## src/pmir_pkg.sv

```systemverilog
/*
  Package for the port mode and interrupt mask register group: register
  offsets, register layouts, reset values, mode codes and carrier structs.
  Assumes the management frame decoder delivers register-level requests.
*/
package pmir_pkg;

  // ==========================================================================
  // Register offsets
  localparam logic [4:0] REG_MEDIA_MODE = 5'h17;
  localparam logic [4:0] REG_EDGE_JUMBO = 5'h18;
  localparam logic [4:0] REG_INT_MASK   = 5'h19;
  localparam logic [4:0] REG_INT_STATUS = 5'h1A;

  // ==========================================================================
  // Register layouts
  typedef struct packed {
    logic [1:0] rsv_hi;        // 15:14 reserved, writable
    logic       rsv_13;        // 13 reserved, applied with the mode
    logic       mac_1000x;     // 12
    logic       prefer_copper; // 11
    logic [2:0] media_mode;    // 10:8
    logic [1:0] sense_override; // 7:6
    logic [1:0] rsv_54;        // read only zero
    logic       far_end_lb;    // 3
    logic [2:0] rsv_20;        // read only zero
  } pmir_media_reg_t;

  typedef struct packed {
    logic [2:0] edge_rate;     // 15:13
    logic       low_power;     // 12
    logic [5:0] rsv_116;       // read only zero
    logic [1:0] jumbo;         // 5:4
    logic [2:0] rsv_31;        // read only zero
    logic       connector_lb;  // 0
  } pmir_edge_reg_t;

  typedef struct packed {
    logic        pin_enable;   // 15
    logic [14:0] cause_mask;   // 14:0
  } pmir_mask_reg_t;

  localparam pmir_media_reg_t MEDIA_RESET = 16'h0000;
  localparam pmir_edge_reg_t  EDGE_RESET  = 16'h0000;
  localparam pmir_mask_reg_t  MASK_RESET  = 16'h0000;
  localparam logic [5:0]      PEND_RESET  = 6'h00;

  // ==========================================================================
  // Mode codes
  localparam logic [1:0] GLOBAL_MAC_PLAIN = 2'h0;
  localparam logic [2:0] MODE_COPPER      = 3'h0;
  localparam logic [2:0] MODE_SERDES      = 3'h1;
  localparam logic [2:0] MODE_1000X_AN    = 3'h2;
  localparam logic [2:0] MODE_100FX       = 3'h3;
  localparam logic [2:0] MODE_RESERVED    = 3'h4;
  localparam logic [1:0] OVR_NORMAL       = 2'h0;
  localparam logic [1:0] OVR_SERDES_ONLY  = 2'h1;
  localparam logic [1:0] OVR_COPPER_ONLY  = 2'h2;
  localparam logic [2:0] EDGE_RANK_XOR    = 3'h3;
  localparam logic [1:0] JUMBO_NORMAL     = 2'h0;
  localparam logic [1:0] JUMBO_MID        = 2'h1;
  localparam logic [1:0] JUMBO_LARGE      = 2'h2;

  // Packet length limits in bytes and reference clock offset limits in ppm
  localparam logic [14:0] LEN_NORMAL = 15'h0600;
  localparam logic [14:0] LEN_9K     = 15'h2400;
  localparam logic [14:0] LEN_12K    = 15'h3000;
  localparam logic [14:0] LEN_16K    = 15'h4000;
  localparam logic [6:0]  PPM_MID    = 7'h3C;
  localparam logic [6:0]  PPM_LARGE  = 7'h46;

  // ==========================================================================
  // Carriers
  typedef struct packed {
    logic [4:0]  addr;
    logic        wr;
    logic        rd;
    logic [15:0] wdata;
  } pmir_req_t;

  typedef struct packed {
    logic        mac_1000x;
    logic        mac_sel_valid;
    logic        prefer_copper;
    logic        copper_enable;
    logic        fiber_enable;
    logic [2:0]  fiber_kind;
    logic        auto_media_select;
    logic        far_end_lb;
    logic        connector_lb;
    logic [2:0]  edge_rank;
    logic [14:0] max_packet_len;
  } pmir_mode_t;

endpackage

```

## src/pmir_regs.sv

```systemverilog
/*
  Per-port mode, edge rate, jumbo, loopback and interrupt mask registers,
  plus the read-to-clear interrupt status and the management interrupt pin.
  Assumes register requests, software reset, sticky reset enable and the
  interrupt events all come from logic on clk.
*/
// Summary of operation
// - Bit 12 picks SGMII or 1000BASE-X; valid only when global field is 00.
// - Bit 11 set prefers copper in media sensing, clear prefers fiber.
// - Bits 10:8 select copper, fiber kinds or automatic sensing; 100 reserved.
// - Bits 7:6 override sensing: normal, fiber only, copper only, reserved.
// - Written mode bits 13:8 only take effect at the next software reset.
// - Reading bits 13:8 shows the mode in effect, not the pending one.
// - Edge rate codes run slowest 011 down to fastest 100.
// - Bits 5:4 choose normal, 9 kB or 12 kB packet length limit.
// - Longer jumbo limits apply only with a tighter reference clock offset.
// - Mask bits 14:0 are sticky, reset to zero, enable their cause.
// - Mask bit 15 lets the interrupt pin follow the summary pending bit.
// - Clearing pin enable only blocks the pin; status keeps setting.
// - Masks work without the pin; the controller may poll status.
// - Mode bits 13:8 survive software reset whatever sticky enable says.
// - Sticky bits survive software reset only while sticky enable is set.
// - Status bits clear on read; bit 15 flags that an enabled (mask bit set) cause is pending.
`timescale 1ns/1ps

module pmir_regs
(
  // Clock and reset
  input  wire logic               clk,
  input  wire logic               reset,
  // Register requests from the management frame decoder
  input  wire pmir_pkg::pmir_req_t smi_req,
  output logic [15:0]             smi_rdata,
  output logic                    smi_rvalid,
  // Device controls
  input  wire logic               sw_reset,
  input  wire logic               sticky_reset_en,
  input  wire logic [1:0]         serdes_global_mode,
  input  wire logic [6:0]         ref_clk_ppm,
  // Interrupt sources
  input  wire logic [14:0]        int_event,
  // Mode outputs
  output pmir_pkg::pmir_mode_t    mode_out,
  // Open-drain management interrupt pin, active low
  output logic                    mgmt_interrupt_pin_out,
  output logic                    mgmt_interrupt_pin_oe_n
);

  // ==========================================================================
  // Helpers
  function automatic logic [14:0] jumbo_len(input logic [1:0] sel, input logic [6:0] ppm);
    logic [14:0] len;
    len = pmir_pkg::LEN_NORMAL;
    if (sel == pmir_pkg::JUMBO_MID)
      len = (ppm <= pmir_pkg::PPM_MID) ? pmir_pkg::LEN_12K : pmir_pkg::LEN_9K;
    else if (sel == pmir_pkg::JUMBO_LARGE)
      len = (ppm <= pmir_pkg::PPM_LARGE) ? pmir_pkg::LEN_16K : pmir_pkg::LEN_12K;
    return len;
  endfunction

  function automatic logic hit(input pmir_pkg::pmir_req_t r, input logic [4:0] a);
    return r.addr == a;
  endfunction

  // ==========================================================================
  // Register state
  pmir_pkg::pmir_media_reg_t media;
  pmir_pkg::pmir_media_reg_t next_media;
  pmir_pkg::pmir_edge_reg_t  edge_ctl;
  pmir_pkg::pmir_edge_reg_t  next_edge_ctl;
  pmir_pkg::pmir_mask_reg_t  mask;
  pmir_pkg::pmir_mask_reg_t  next_mask;
  logic [5:0]                pend;
  logic [5:0]                next_pend;
  logic [14:0]               status;
  logic [14:0]               next_status;
  logic [14:0]               read_clear;
  logic                      summary;

  assign summary = |(status & mask.cause_mask);

  always_comb
  begin
    next_media    = media;
    next_edge_ctl = edge_ctl;
    next_mask     = mask;
    next_pend     = pend;
    // Clear only what the read returned; a new event in the same cycle wins
    read_clear = (smi_req.rd && hit(smi_req, pmir_pkg::REG_INT_STATUS)) ? status : '0;
    next_status = (status & ~read_clear) | int_event;
    if (sw_reset)
    begin
      // Pending mode becomes the mode in effect; it is never cleared here
      {next_media.rsv_13, next_media.mac_1000x, next_media.prefer_copper,
       next_media.media_mode} = pend;
      next_media.rsv_hi       = pmir_pkg::MEDIA_RESET.rsv_hi;
      next_media.sense_override = pmir_pkg::MEDIA_RESET.sense_override;
      next_media.far_end_lb   = pmir_pkg::MEDIA_RESET.far_end_lb;
      next_edge_ctl.connector_lb = pmir_pkg::EDGE_RESET.connector_lb;
      if (!sticky_reset_en)
      begin
        next_edge_ctl = pmir_pkg::EDGE_RESET;
        next_mask     = pmir_pkg::MASK_RESET;
      end
    end
    else if (smi_req.wr && hit(smi_req, pmir_pkg::REG_MEDIA_MODE))
    begin
      next_pend               = smi_req.wdata[13:8];
      next_media.rsv_hi       = smi_req.wdata[15:14];
      next_media.sense_override = smi_req.wdata[7:6];
      next_media.far_end_lb   = smi_req.wdata[3];
    end
    else if (smi_req.wr && hit(smi_req, pmir_pkg::REG_EDGE_JUMBO))
    begin
      next_edge_ctl.edge_rate    = smi_req.wdata[15:13];
      next_edge_ctl.low_power    = smi_req.wdata[12];
      next_edge_ctl.jumbo        = smi_req.wdata[5:4];
      next_edge_ctl.connector_lb = smi_req.wdata[0];
    end
    else if (smi_req.wr && hit(smi_req, pmir_pkg::REG_INT_MASK))
    begin
      next_mask = smi_req.wdata;
    end
  end

  always_ff @(posedge clk)
  begin
    if (reset)
    begin
      media    <= pmir_pkg::MEDIA_RESET;
      edge_ctl <= pmir_pkg::EDGE_RESET;
      mask     <= pmir_pkg::MASK_RESET;
      pend     <= pmir_pkg::PEND_RESET;
      status   <= '0;
    end
    else
    begin
      media    <= next_media;
      edge_ctl <= next_edge_ctl;
      mask     <= next_mask;
      pend     <= next_pend;
      status   <= next_status;
    end
  end

  // ==========================================================================
  // Read port, one cycle after the request
  logic [15:0] next_rdata;
  logic        next_rvalid;

  always_comb
  begin
    next_rvalid = smi_req.rd;
    next_rdata  = smi_rdata;
    // Read data holds until the next read
    if (!smi_req.rd)
      next_rdata = smi_rdata;
    else if (hit(smi_req, pmir_pkg::REG_MEDIA_MODE))
      next_rdata = media;
    else if (hit(smi_req, pmir_pkg::REG_EDGE_JUMBO))
      next_rdata = edge_ctl;
    else if (hit(smi_req, pmir_pkg::REG_INT_MASK))
      next_rdata = mask;
    else if (hit(smi_req, pmir_pkg::REG_INT_STATUS))
      next_rdata = {summary, status};
    else
      next_rdata = '0;
  end

  always_ff @(posedge clk)
  begin
    if (reset)
    begin
      smi_rdata  <= '0;
      smi_rvalid <= 1'b0;
    end
    else
    begin
      smi_rdata  <= next_rdata;
      smi_rvalid <= next_rvalid;
    end
  end

  // ==========================================================================
  // Mode decode and interrupt pin
  pmir_pkg::pmir_mode_t next_mode;
  logic                 next_pin_oe_n;
  logic                 auto_sense;

  always_comb
  begin
    next_mode               = '0;
    auto_sense              = media.media_mode[2] && (media.media_mode != pmir_pkg::MODE_RESERVED);
    next_mode.mac_1000x     = media.mac_1000x;
    next_mode.mac_sel_valid = serdes_global_mode == pmir_pkg::GLOBAL_MAC_PLAIN;
    next_mode.prefer_copper = media.prefer_copper;
    next_mode.auto_media_select = auto_sense;
    // Fiber kind is one-hot: transfer, 1000BASE-X with autoneg, 100BASE-FX
    next_mode.fiber_kind = '0;
    if (media.media_mode[1:0] != pmir_pkg::MODE_COPPER[1:0] && media.media_mode != pmir_pkg::MODE_RESERVED)
      next_mode.fiber_kind[media.media_mode[1:0] - 2'h1] = 1'b1;
    next_mode.copper_enable = (media.media_mode == pmir_pkg::MODE_COPPER) || auto_sense;
    next_mode.fiber_enable  = |next_mode.fiber_kind;
    if (auto_sense && media.sense_override == pmir_pkg::OVR_SERDES_ONLY)
      next_mode.copper_enable = 1'b0;
    else if (auto_sense && media.sense_override == pmir_pkg::OVR_COPPER_ONLY)
      next_mode.fiber_enable = 1'b0;
    next_mode.far_end_lb     = media.far_end_lb;
    next_mode.connector_lb   = edge_ctl.connector_lb;
    next_mode.edge_rank      = edge_ctl.edge_rate ^ pmir_pkg::EDGE_RANK_XOR;
    next_mode.max_packet_len = jumbo_len(edge_ctl.jumbo, ref_clk_ppm);
    // Pin pulled low only while enabled and a masked cause is pending
    next_pin_oe_n = !(mask.pin_enable && summary);
  end

  always_ff @(posedge clk)
  begin
    if (reset)
    begin
      mode_out                <= '0;
      mgmt_interrupt_pin_out  <= 1'b0;
      mgmt_interrupt_pin_oe_n <= 1'b1;
    end
    else
    begin
      mode_out                <= next_mode;
      mgmt_interrupt_pin_out  <= 1'b0;
      mgmt_interrupt_pin_oe_n <= next_pin_oe_n;
    end
  end
endmodule

```

## config.mk

```make
export PLATFORM = sky130hd
export DESIGN_NAME = pmir_regs
export DESIGN_NICKNAME = d
export VERILOG_FILES = /design/src/pmir_pkg.sv /design/src/pmir_regs.sv
export SDC_FILE = /design/constraint.sdc
export NUM_CORES = 1
export LEC_CHECK = 0
export CORE_MARGIN = 2
export CORE_UTILIZATION = 55
export CTS_CLUSTER_SIZE = 10
export DETAILED_ROUTE_END_ITERATION = 8
export DONT_BUFFER_PORTS = 1
export PLACE_DENSITY = 0.73
export SETUP_SLACK_MARGIN = 0.02
export SKIP_LAST_GASP = 1
export SLEW_MARGIN = 20
export SYNTH_ARGS = -nofsm -noshare
export SYNTH_HDL_FRONTEND = slang
export SYNTH_SLANG_ARGS = --single-unit
export TNS_END_PERCENT = 20
```

## constraint.sdc

```tcl
create_clock -name clk -period 1.6 [get_ports clk]
set_input_delay 0.08 -clock clk [delete_from_list [all_inputs] [get_ports clk]]
set_output_delay 0.08 -clock clk [all_outputs]
set_load 0.005 [all_outputs]
```

Word level (Yosys, flattened, before mapping):

Index checks and enable logic that the tools add are counted.

* $add $sub $neg: 1
* $lt $le $gt $ge: 4
* equality and inequality tests: 12
* muxes and demuxes: 29
* bitwise logic cells: 6
* reductions and logical operators: 25

Operator list (number)
* 16-bit two-way mux: 10
* 15-bit two-way mux: 4
* 15-bit bitwise AND: 2
* 5-bit equality test, second input constant: 4
* 15-bit NOT: 1
* 15-bit bitwise OR: 1
* 15-bit OR reduction: 1
* 13-bit two-way mux: 1
* 4-bit two-way mux: 3
* 1-bit logical AND: 10
* 7-bit by 6-bit less-or-equal comparator with 1-bit output, second input constant: 1
* 7-bit less-or-equal comparator, second input constant: 1
* 1-bit two-way mux: 6
* 2-bit two-way mux: 3
* 2-bit != test, second input constant: 3
* 2-bit nonzero test: 3
* 2-bit by 1-bit equality test with 1-bit output, second input constant: 2
* 2-bit equality test, second input constant: 2
* 2-bit AND reduction: 2
* 4-bit AND reduction: 1
* 2-bit OR reduction: 2
* 3-bit zero test: 1
* 2-bit by 3-bit < comparator with 1-bit output, second input constant: 1
* 3-bit two-way mux: 1
* 11 further kinds: 11

* register bits after elaboration: 102
* input port bits: 51
* output and inout port bits: 48
* word-level logic and storage cells: 106

Depth between registers and ports, before layout:

Gate-level depths: netlist of run 1.

* depth in word-level cells: 9
* gate-level depth with buffers: 8

Least setup slack after synthesis of run 1:

Ideal clock, no wire load.

* kind: input-to-reg
* start: input smi_req[19] in the netlist's numbering
* end: register mask[10] in the netlist's numbering
* setup time: 117 ps
* arrival time: 1262 ps
* data required time: 1483 ps
* slack: 221 ps
* stages: 7
* cells stage by stage: buf_6 nor4bb_1 buf_4 and2_4 buf_12 a311oi_4 a22o_1

* word-level cells in the longest chain between the ends: 4
* elaborated cells between the ends (all ways): 10
* those cells by class: 5 x eq/ne; 5 x reduce/logical

Ends and longest elaborated chain
* start, declared: RTL line pmir_regs.sv:32 `input wire pmir_pkg::pmir_req_t smi_req,`
* 5-bit equality test: RTL line pmir_regs.sv:62 `return r.addr == a;`
* 1-bit logical AND, on equally long branches: RTL line pmir_regs.sv:113, pmir_regs.sv:106, pmir_regs.sv:120
* 2-bit != test (no source line) / 2-bit nonzero test (equally long branches)
* 4-bit AND reduction (no source line) (*)
* end signal, assigned: RTL line pmir_regs.sv:132 `mask <= pmir_pkg::MASK_RESET;`
* end signal, assigned: RTL line pmir_regs.sv:140 `mask <= next_mask;`
* end, declared: RTL line pmir_regs.sv:71 `pmir_pkg::pmir_mask_reg_t mask;`

Every way passes the cells marked *; elsewhere a longest branch is shown, timed or not.
A chain may end at the register's enable or synchronous reset.

Final worst setup path of run 1:

* start: input sw_reset
* end: register mask[7] in the netlist's numbering

* word-level cells in the longest chain between the ends: 2
* elaborated cells between the ends (all ways): 6
* those cells by class: 3 x eq/ne; 1 x mux; 2 x reduce/logical

Ends and longest elaborated chain
* start, declared: RTL line pmir_regs.sv:36 `input wire logic sw_reset,`
* 2-bit != test (no source line) / 2-bit nonzero test (equally long branches)
* 4-bit AND reduction (no source line)

Parallel ways exist; a longest one is shown, timed or not.

==> results by group, run 1 <==
Timing
  – Slew Viols, Final: 0
  – Worst Clk Skew: 6.304 ps
  – Final setup fails: 0
  – Worst-Margin Slew: between 900 and 1000 ps
  – Worst slew margin: around 40%
  – Min Tclk post-route: 1582 ps
  – Final Hold Fails: 0
  – Fin Hold WS: 24.10 ps
  – RSZ-0062 raised after global routing: yes
  – Fin crit share: 98.89%
  – Final setup margin: 17.74 ps
  – Peak Freq: 0.6320 GHz
  – TNS Setup: 0 ps

Critical path
  – CP Launch Type: primary input
  – R2r setup slk: 330 ps
  – Req. time, crit path: 1910 ps
  – R2r endpoint: smi_rdata[15]$_SDFFE_PP0P_
  – Crit. End Element: register
  – Worst path arrival time: 1890 ps
  – Reg2reg start: mask[4]$_SDFFE_PP0P_
  – Crit Path Max Fanout: 10
  – Critical path class: primary input to register
  – Worst r2r path cells: 4

Floorplan
  – Chip height: 86.81 um
  – Core area: between 6000 and 7000 um2
  – Die footprint: ~7500 um2
  – Rows: 30
  – Die Wd: 86.81 um
  – I/O pins: 99
  – Initial Util: 56.13%

Synthesis
  – Ys async rst share: 0%
  – Most area-consuming cells after synthesis: dfxtp_1 (49%), nor2_1 (5.3%), a311oi_1 (4.9%)
  – Syn Inst Count: 412
  – Register area share after synthesis: 48.84%
  – Top-count cell post-synth: dfxtp_1
  – Mapped Area: approximately 3800 um2
  – Yosys warnings: 0
  – Commonest cells in the netlist: dfxtp_1 (92), nor2_1 (53), nand2_1 (41)
  – Distinct cells, synth: 51
  – Post-synth top area cell: dfxtp_1
  – Post-synth EDFFs: 0
  – Ys flop type: dfxtp_1
  – Yosys reg bits: 92
  – Synth top area share: 48.84%
  – Mapped Avg Cell Area: approximately 9 um2

Placement
  – Cell Area, Placed: approximately 3700 um2
  – Place WS: 160.9 ps
  – Placer Congestion: 0.8441
  – Buffers on Ports: 0
  – Post-Place Cells: 472
  – Post-detail-place hpwl: 6347 um

Outcome
  – Status: finished, final reports clean

Cells and area
  – Fraction of layout cells with a size suffix above 1: 7.317%
  – Layout Utilization: around two thirds
  – Final Non-Filler Cells: 532
  – Final cell area excluding filler cells: 4414 um2
  – Fillers: 587
  – Layout area overhead: 17.05%
  – Nets@finish: roughly 500

Global routing
  – Largest net degree at the start of global routing: 71
  – Global Route Usage Sum: 26.22%
  – Busiest grt layer: met2
  – GRT overflow: 0
  – GR Util met2: about two fifths
  – First-pass GRT wire length: 15,220 um
  – Global Route met1 Usage: a little under two fifths
  – Met3 GRT Util: 6.190%
  – Initial antenna violation count: 1
  – Number of global-route vias before repair: ~3,000

Hold path
  – Hold Crit Depth: 3
  – Hold path endpoint: mode_out[12]$_SDFF_PP0_
  – Min-delay src: ref_clk_ppm[0]
  – Class of the worst hold path: primary input to register

Power and ir drop
  – PD cells: 1035 nW/um2
  – Leakage: 1.671 nW
  – Total power: 4.570 mW
  – Worst vdd ir: 0.6115 mV

Clocking
  – Worst-path clk slew: 90 ps
  – Total CTS buffers: 9
  – H-tree depth: 3
  – Largest buffer count on any clock path: 2
  – CTS tree: yes
  – CTS Root Cell: clkbuf_8
  – Clk_lat worst skew: 360 ps
  – # clock sinks: 92

Routing
  – DRC errors left: 0
  – Iter 0 DRT Violations: 244
  – Post-DR vias/cell: about 6.1
  – Final ANT Viol Nets: 0
  – Post-Route WL: 9451 um
  – Total number of vias: 3,227
  – Wire length per cell: 17.77 um
  – TritonRoute pass-1 iters: 5

Run
  – Max-Cap Viols: 0
registers in the layout (all words and copies together), names as in the netlist:
register / cells
media: 11
mask: 16
smi_rdata: 16
mgmt_interrupt_pin_oe_n: 1
pend: 6
edge_ctl: 7
mode_out: 19
status: 15
smi_rvalid: 1
cell families after synthesis:
group                    count (synthesis)  synth area share (%)
AO/OA/AOI/OAI                          106                 20.67
adder cells (fa/ha/maj)                  2                0.6635
buffers and inverters                   44                 7.067
flip-flops                              92                 48.84
multiplexers                            13                 3.450
other                                    1               0.09944
AND/OR/NAND/NOR                        154                 19.21
placed cells by master, fill, tap and decap left out, types with 4 or more instances in the layout:
cell type	instances
mux2i_1	13
a22oi_1	13
a221oi_1	4
o21ai_0	5
buf_4	9
nor2_1	53
nor2b_1	8
a311oi_1	21
dlygate4sd3_1	41
dfxtp_1	92
a21oi_1	35
nor3b_1	4
inv_1	4
nand2_1	41
conb_1	11
a22o_1	14
nand3_1	24
clkbuf_8	10
repair_timing:
action | 4_1_cts | 5_1_grt
hold buffers | 43 | 0
setup endpoints to repair | 0 | 16
buffers inserted | 0 | 0
gates resized for setup | 0 | 1
hold endpoints to repair | 90 | 0
critical path: stages:
cell and delay (ps):
dlygate4sd3_1 710, or2_2 450, nor2_2 450, a22o_1 200
layer usage:
metal / up-vias / part of all wire, %
li1: 1529 / -
met1: 1528 / 43
met3: 14 / 8.7
met2: 156 / 46
met4: 0 / 2.0
met5: - / 0
where the power goes:
part / leakage (nW) / total, mW / switching, mW / internal (mW)
clock network: 0.117 / 1.79 / 0.853 / 0.939
registers: 0.753 / 2.43 / 0.0682 / 2.37
logic: 0.801 / 0.344 / 0.181 / 0.163
final cells by class:
class                   count  area, um2  area share, %
diodes                      1      2.502        0.05669
clock buffers              10      137.6          3.118
clock inverters             6      95.09          2.154
inverters                   5      18.77         0.4252
multi-input cells         286       1700          38.52
flip-flops and latches     92       1842          41.72
well taps                  80      100.1          2.268
repair buffers             52      518.0          11.73
how the worst max path moves through the flow:
stage,from,end,slack [ps]
2_1_floorplan,smi_req[19],mask[10]$_SDFFE_PP0P_,220
3_3_place_gp,smi_req[19],mask[2]$_SDFFE_PP0P_,210
3_5_place_dp,smi_req[19],edge_ctl[14]$_SDFFE_PP0P_,160
4_1_cts,smi_req[16],smi_rdata[5]$_SDFFE_PP0P_,20
5_1_grt,sw_reset,mask[9]$_SDFFE_PP0P_,-50
6_report,sw_reset,mask[7]$_SDFFE_PP0P_,20
Note: power is estimated with default switching activity, not from simulation.
==> inputs of run 2 (changes only) <==
SKIP_CTS_REPAIR_TIMING = 1   (was not set)
clock period = 1.8 ns   (was 1.6 ns; I/O delays follow)
==> results by group, run 2 (synthesis results as in run 1) <==
Routing
  – Max layer used: met4
  – Wire length per cell: 18.14 um
  – Post-Route WL: ~9500 um
  – Metal2 WL: 4534 um
  – Total number of vias: 3,234
  – Metal3 WL: 809 um
  – TritonRoute pass-1 iters: 5
  – Post-DR vias/cell: 6.148
  – Final ANT Viol Nets: 0
  – Iter 0 DRT Violations: 312
  – WL met1: 4069 um
  – DRC errors left: 0

Cells and area
  – Nets@finish: 494
  – Most frequent cells in the layout: dfxtp_1 (92), nor2_1 (53), nand2_1 (41), dlygate4sd3_1 (41), a21oi_1 (35)
  – Top reg by flops: mode_out
  – Layout area overhead: 16.19%
  – Most common cell after layout, fill and taps aside: dfxtp_1
  – Fraction of layout cells with a size suffix above 1: under 10%
  – Antenna diode count: 0
  – Top flop regs: mode_out: 19 flops, mask: 16 flops, smi_rdata: 16 flops
  – Largest register FFs: 19

Timing
  – Slew Viols, Final: 0
  – Fin crit share: 86.59%
  – Fin Hold WS: -17.24 ps
  – Peak Freq: 0.6416 GHz
  – RSZ-0062 raised after global routing: no
  – Min Tclk post-route: 1559 ps
  – Final setup fails: 0
  – TNS Setup: 0 ps
  – Worst slew margin: 41.88%
  – Worst Clk Skew: 10.69 ps
  – Final Hold Fails: 1
  – Worst-Margin Slew: a little under 900 ps

Power and ir drop
  – Total power: between 4 and 5 mW
  – Worst vdd ir: 0.4394 mV
  – Leakage: 1.649 nW
  – PD cells: 946.1 nW/um2

Critical path
  – Worst path arrival time: 1830 ps
  – CP Launch Type: primary input
  – Crit. End Element: register
  – Worst path max stage delay: ~1100 ps
  – Worst-path cell chain: dlygate4sd3_1 -> nor2b_1 -> nand2_1 -> o31ai_1
  – Crit Path Max Fanout: 23
  – Req. time, crit path: 2070 ps
  – Slowest cell on crit path: dlygate4sd3_1
  – Critical path class: primary input to register

Clocking
  – H-tree depth: 3
  – Largest buffer count on any clock path: 2
  – CTS tree: yes
  – Clk_lat worst skew: 360 ps
  – CTS Root Cell: clkbuf_8
  – Total CTS buffers: 9
  – # clock sinks: 92
  – Worst-path clk slew: 90 ps

Placement
  – Placer Congestion: 0.9166
  – Buffers on Ports: 0
  – Post-detail-place hpwl: ~6400 um

Run
  – Max-Cap Viols: 0

Floorplan
  – Core area: 6719 um2
  – I/O pins: 99
  – Die Wd: roughly 87 um
  – Chip height: 86.81 um
  – Die footprint: roughly 7500 um2
  – Rows: 30
  – Initial Util: 56.13%

Global routing
  – Number of global-route vias before repair: 2,739
  – GRT overflow: 0
  – Global Route Usage Sum: 24.89%
  – First-pass GRT wire length: 14,500 um
  – Largest net degree at the start of global routing: 72
  – Initial antenna violation count: 0

Outcome
  – Status: finished, violations left
  – Failing checks: hold timing

Hold path
  – Class of the worst hold path: primary input to register
run 2: routing by layer:
metal | track usage, % | vias up
li1 | - | 1530
met1 | 34.75 | 1526
met2 | 37.68 | 167
met3 | 5.619 | 11
met4 | 9.091 | 0
met5 | 0 | -
run 2: power by group:
part | internal [mW] | total (mW) | switching [mW] | leakage (nW)
combinational | 0.142 | 0.300 | 0.158 | 0.772
clock | 0.932 | 1.68 | 0.750 | 0.124
sequential | 2.10 | 2.16 | 0.0605 | 0.753
run 2: per-stage QoR:
stage	instances	hold WS (ps)	worst slack (ps)	area [um2]	util [%]
finish	526	-17.24	241.4	4382	65.21
global route	526	11.20	59.05	4382	65.21
CTS	484	-221.5	506.6	3944	58.70
detailed placement	468	167.8	280.7	3699	55.05
global placement	468	166.1	354.8	3699	55.05
floorplan	422	166.8	411.3	3809	-
run 2: critical path: cells and delay by family:
kind	cells	cell delay [ps]
simple gates	2	400
buf+inv	1	1110
compound gates	1	230
run 2: area by class of cell:
type                       instances  area (um2)
sequential                        92        1842
clock inverter                     7       121.4
tap                               80       100.1
timing repair buffer              47       475.5
clock buffer                       9       123.9
multi-input combinational        286        1700
inverter                           5       18.77
fill                             574        2337
run 2: final timing paths:
check / cells after the start / to / start / slack (ps)
hold reg to reg: 2 / media[14]$_SDFFE_PP0P_ / media[14]$_SDFFE_PP0P_ / 460
hold / removal: 2 / smi_rdata[15]$_SDFFE_PP0P_ / smi_req[16] / -20
setup / recovery: 4 / smi_rdata[4]$_SDFFE_PP0P_ / smi_req[16] / 240
setup reg to reg: 4 / smi_rdata[15]$_SDFFE_PP0P_ / mask[4]$_SDFFE_PP0P_ / 480
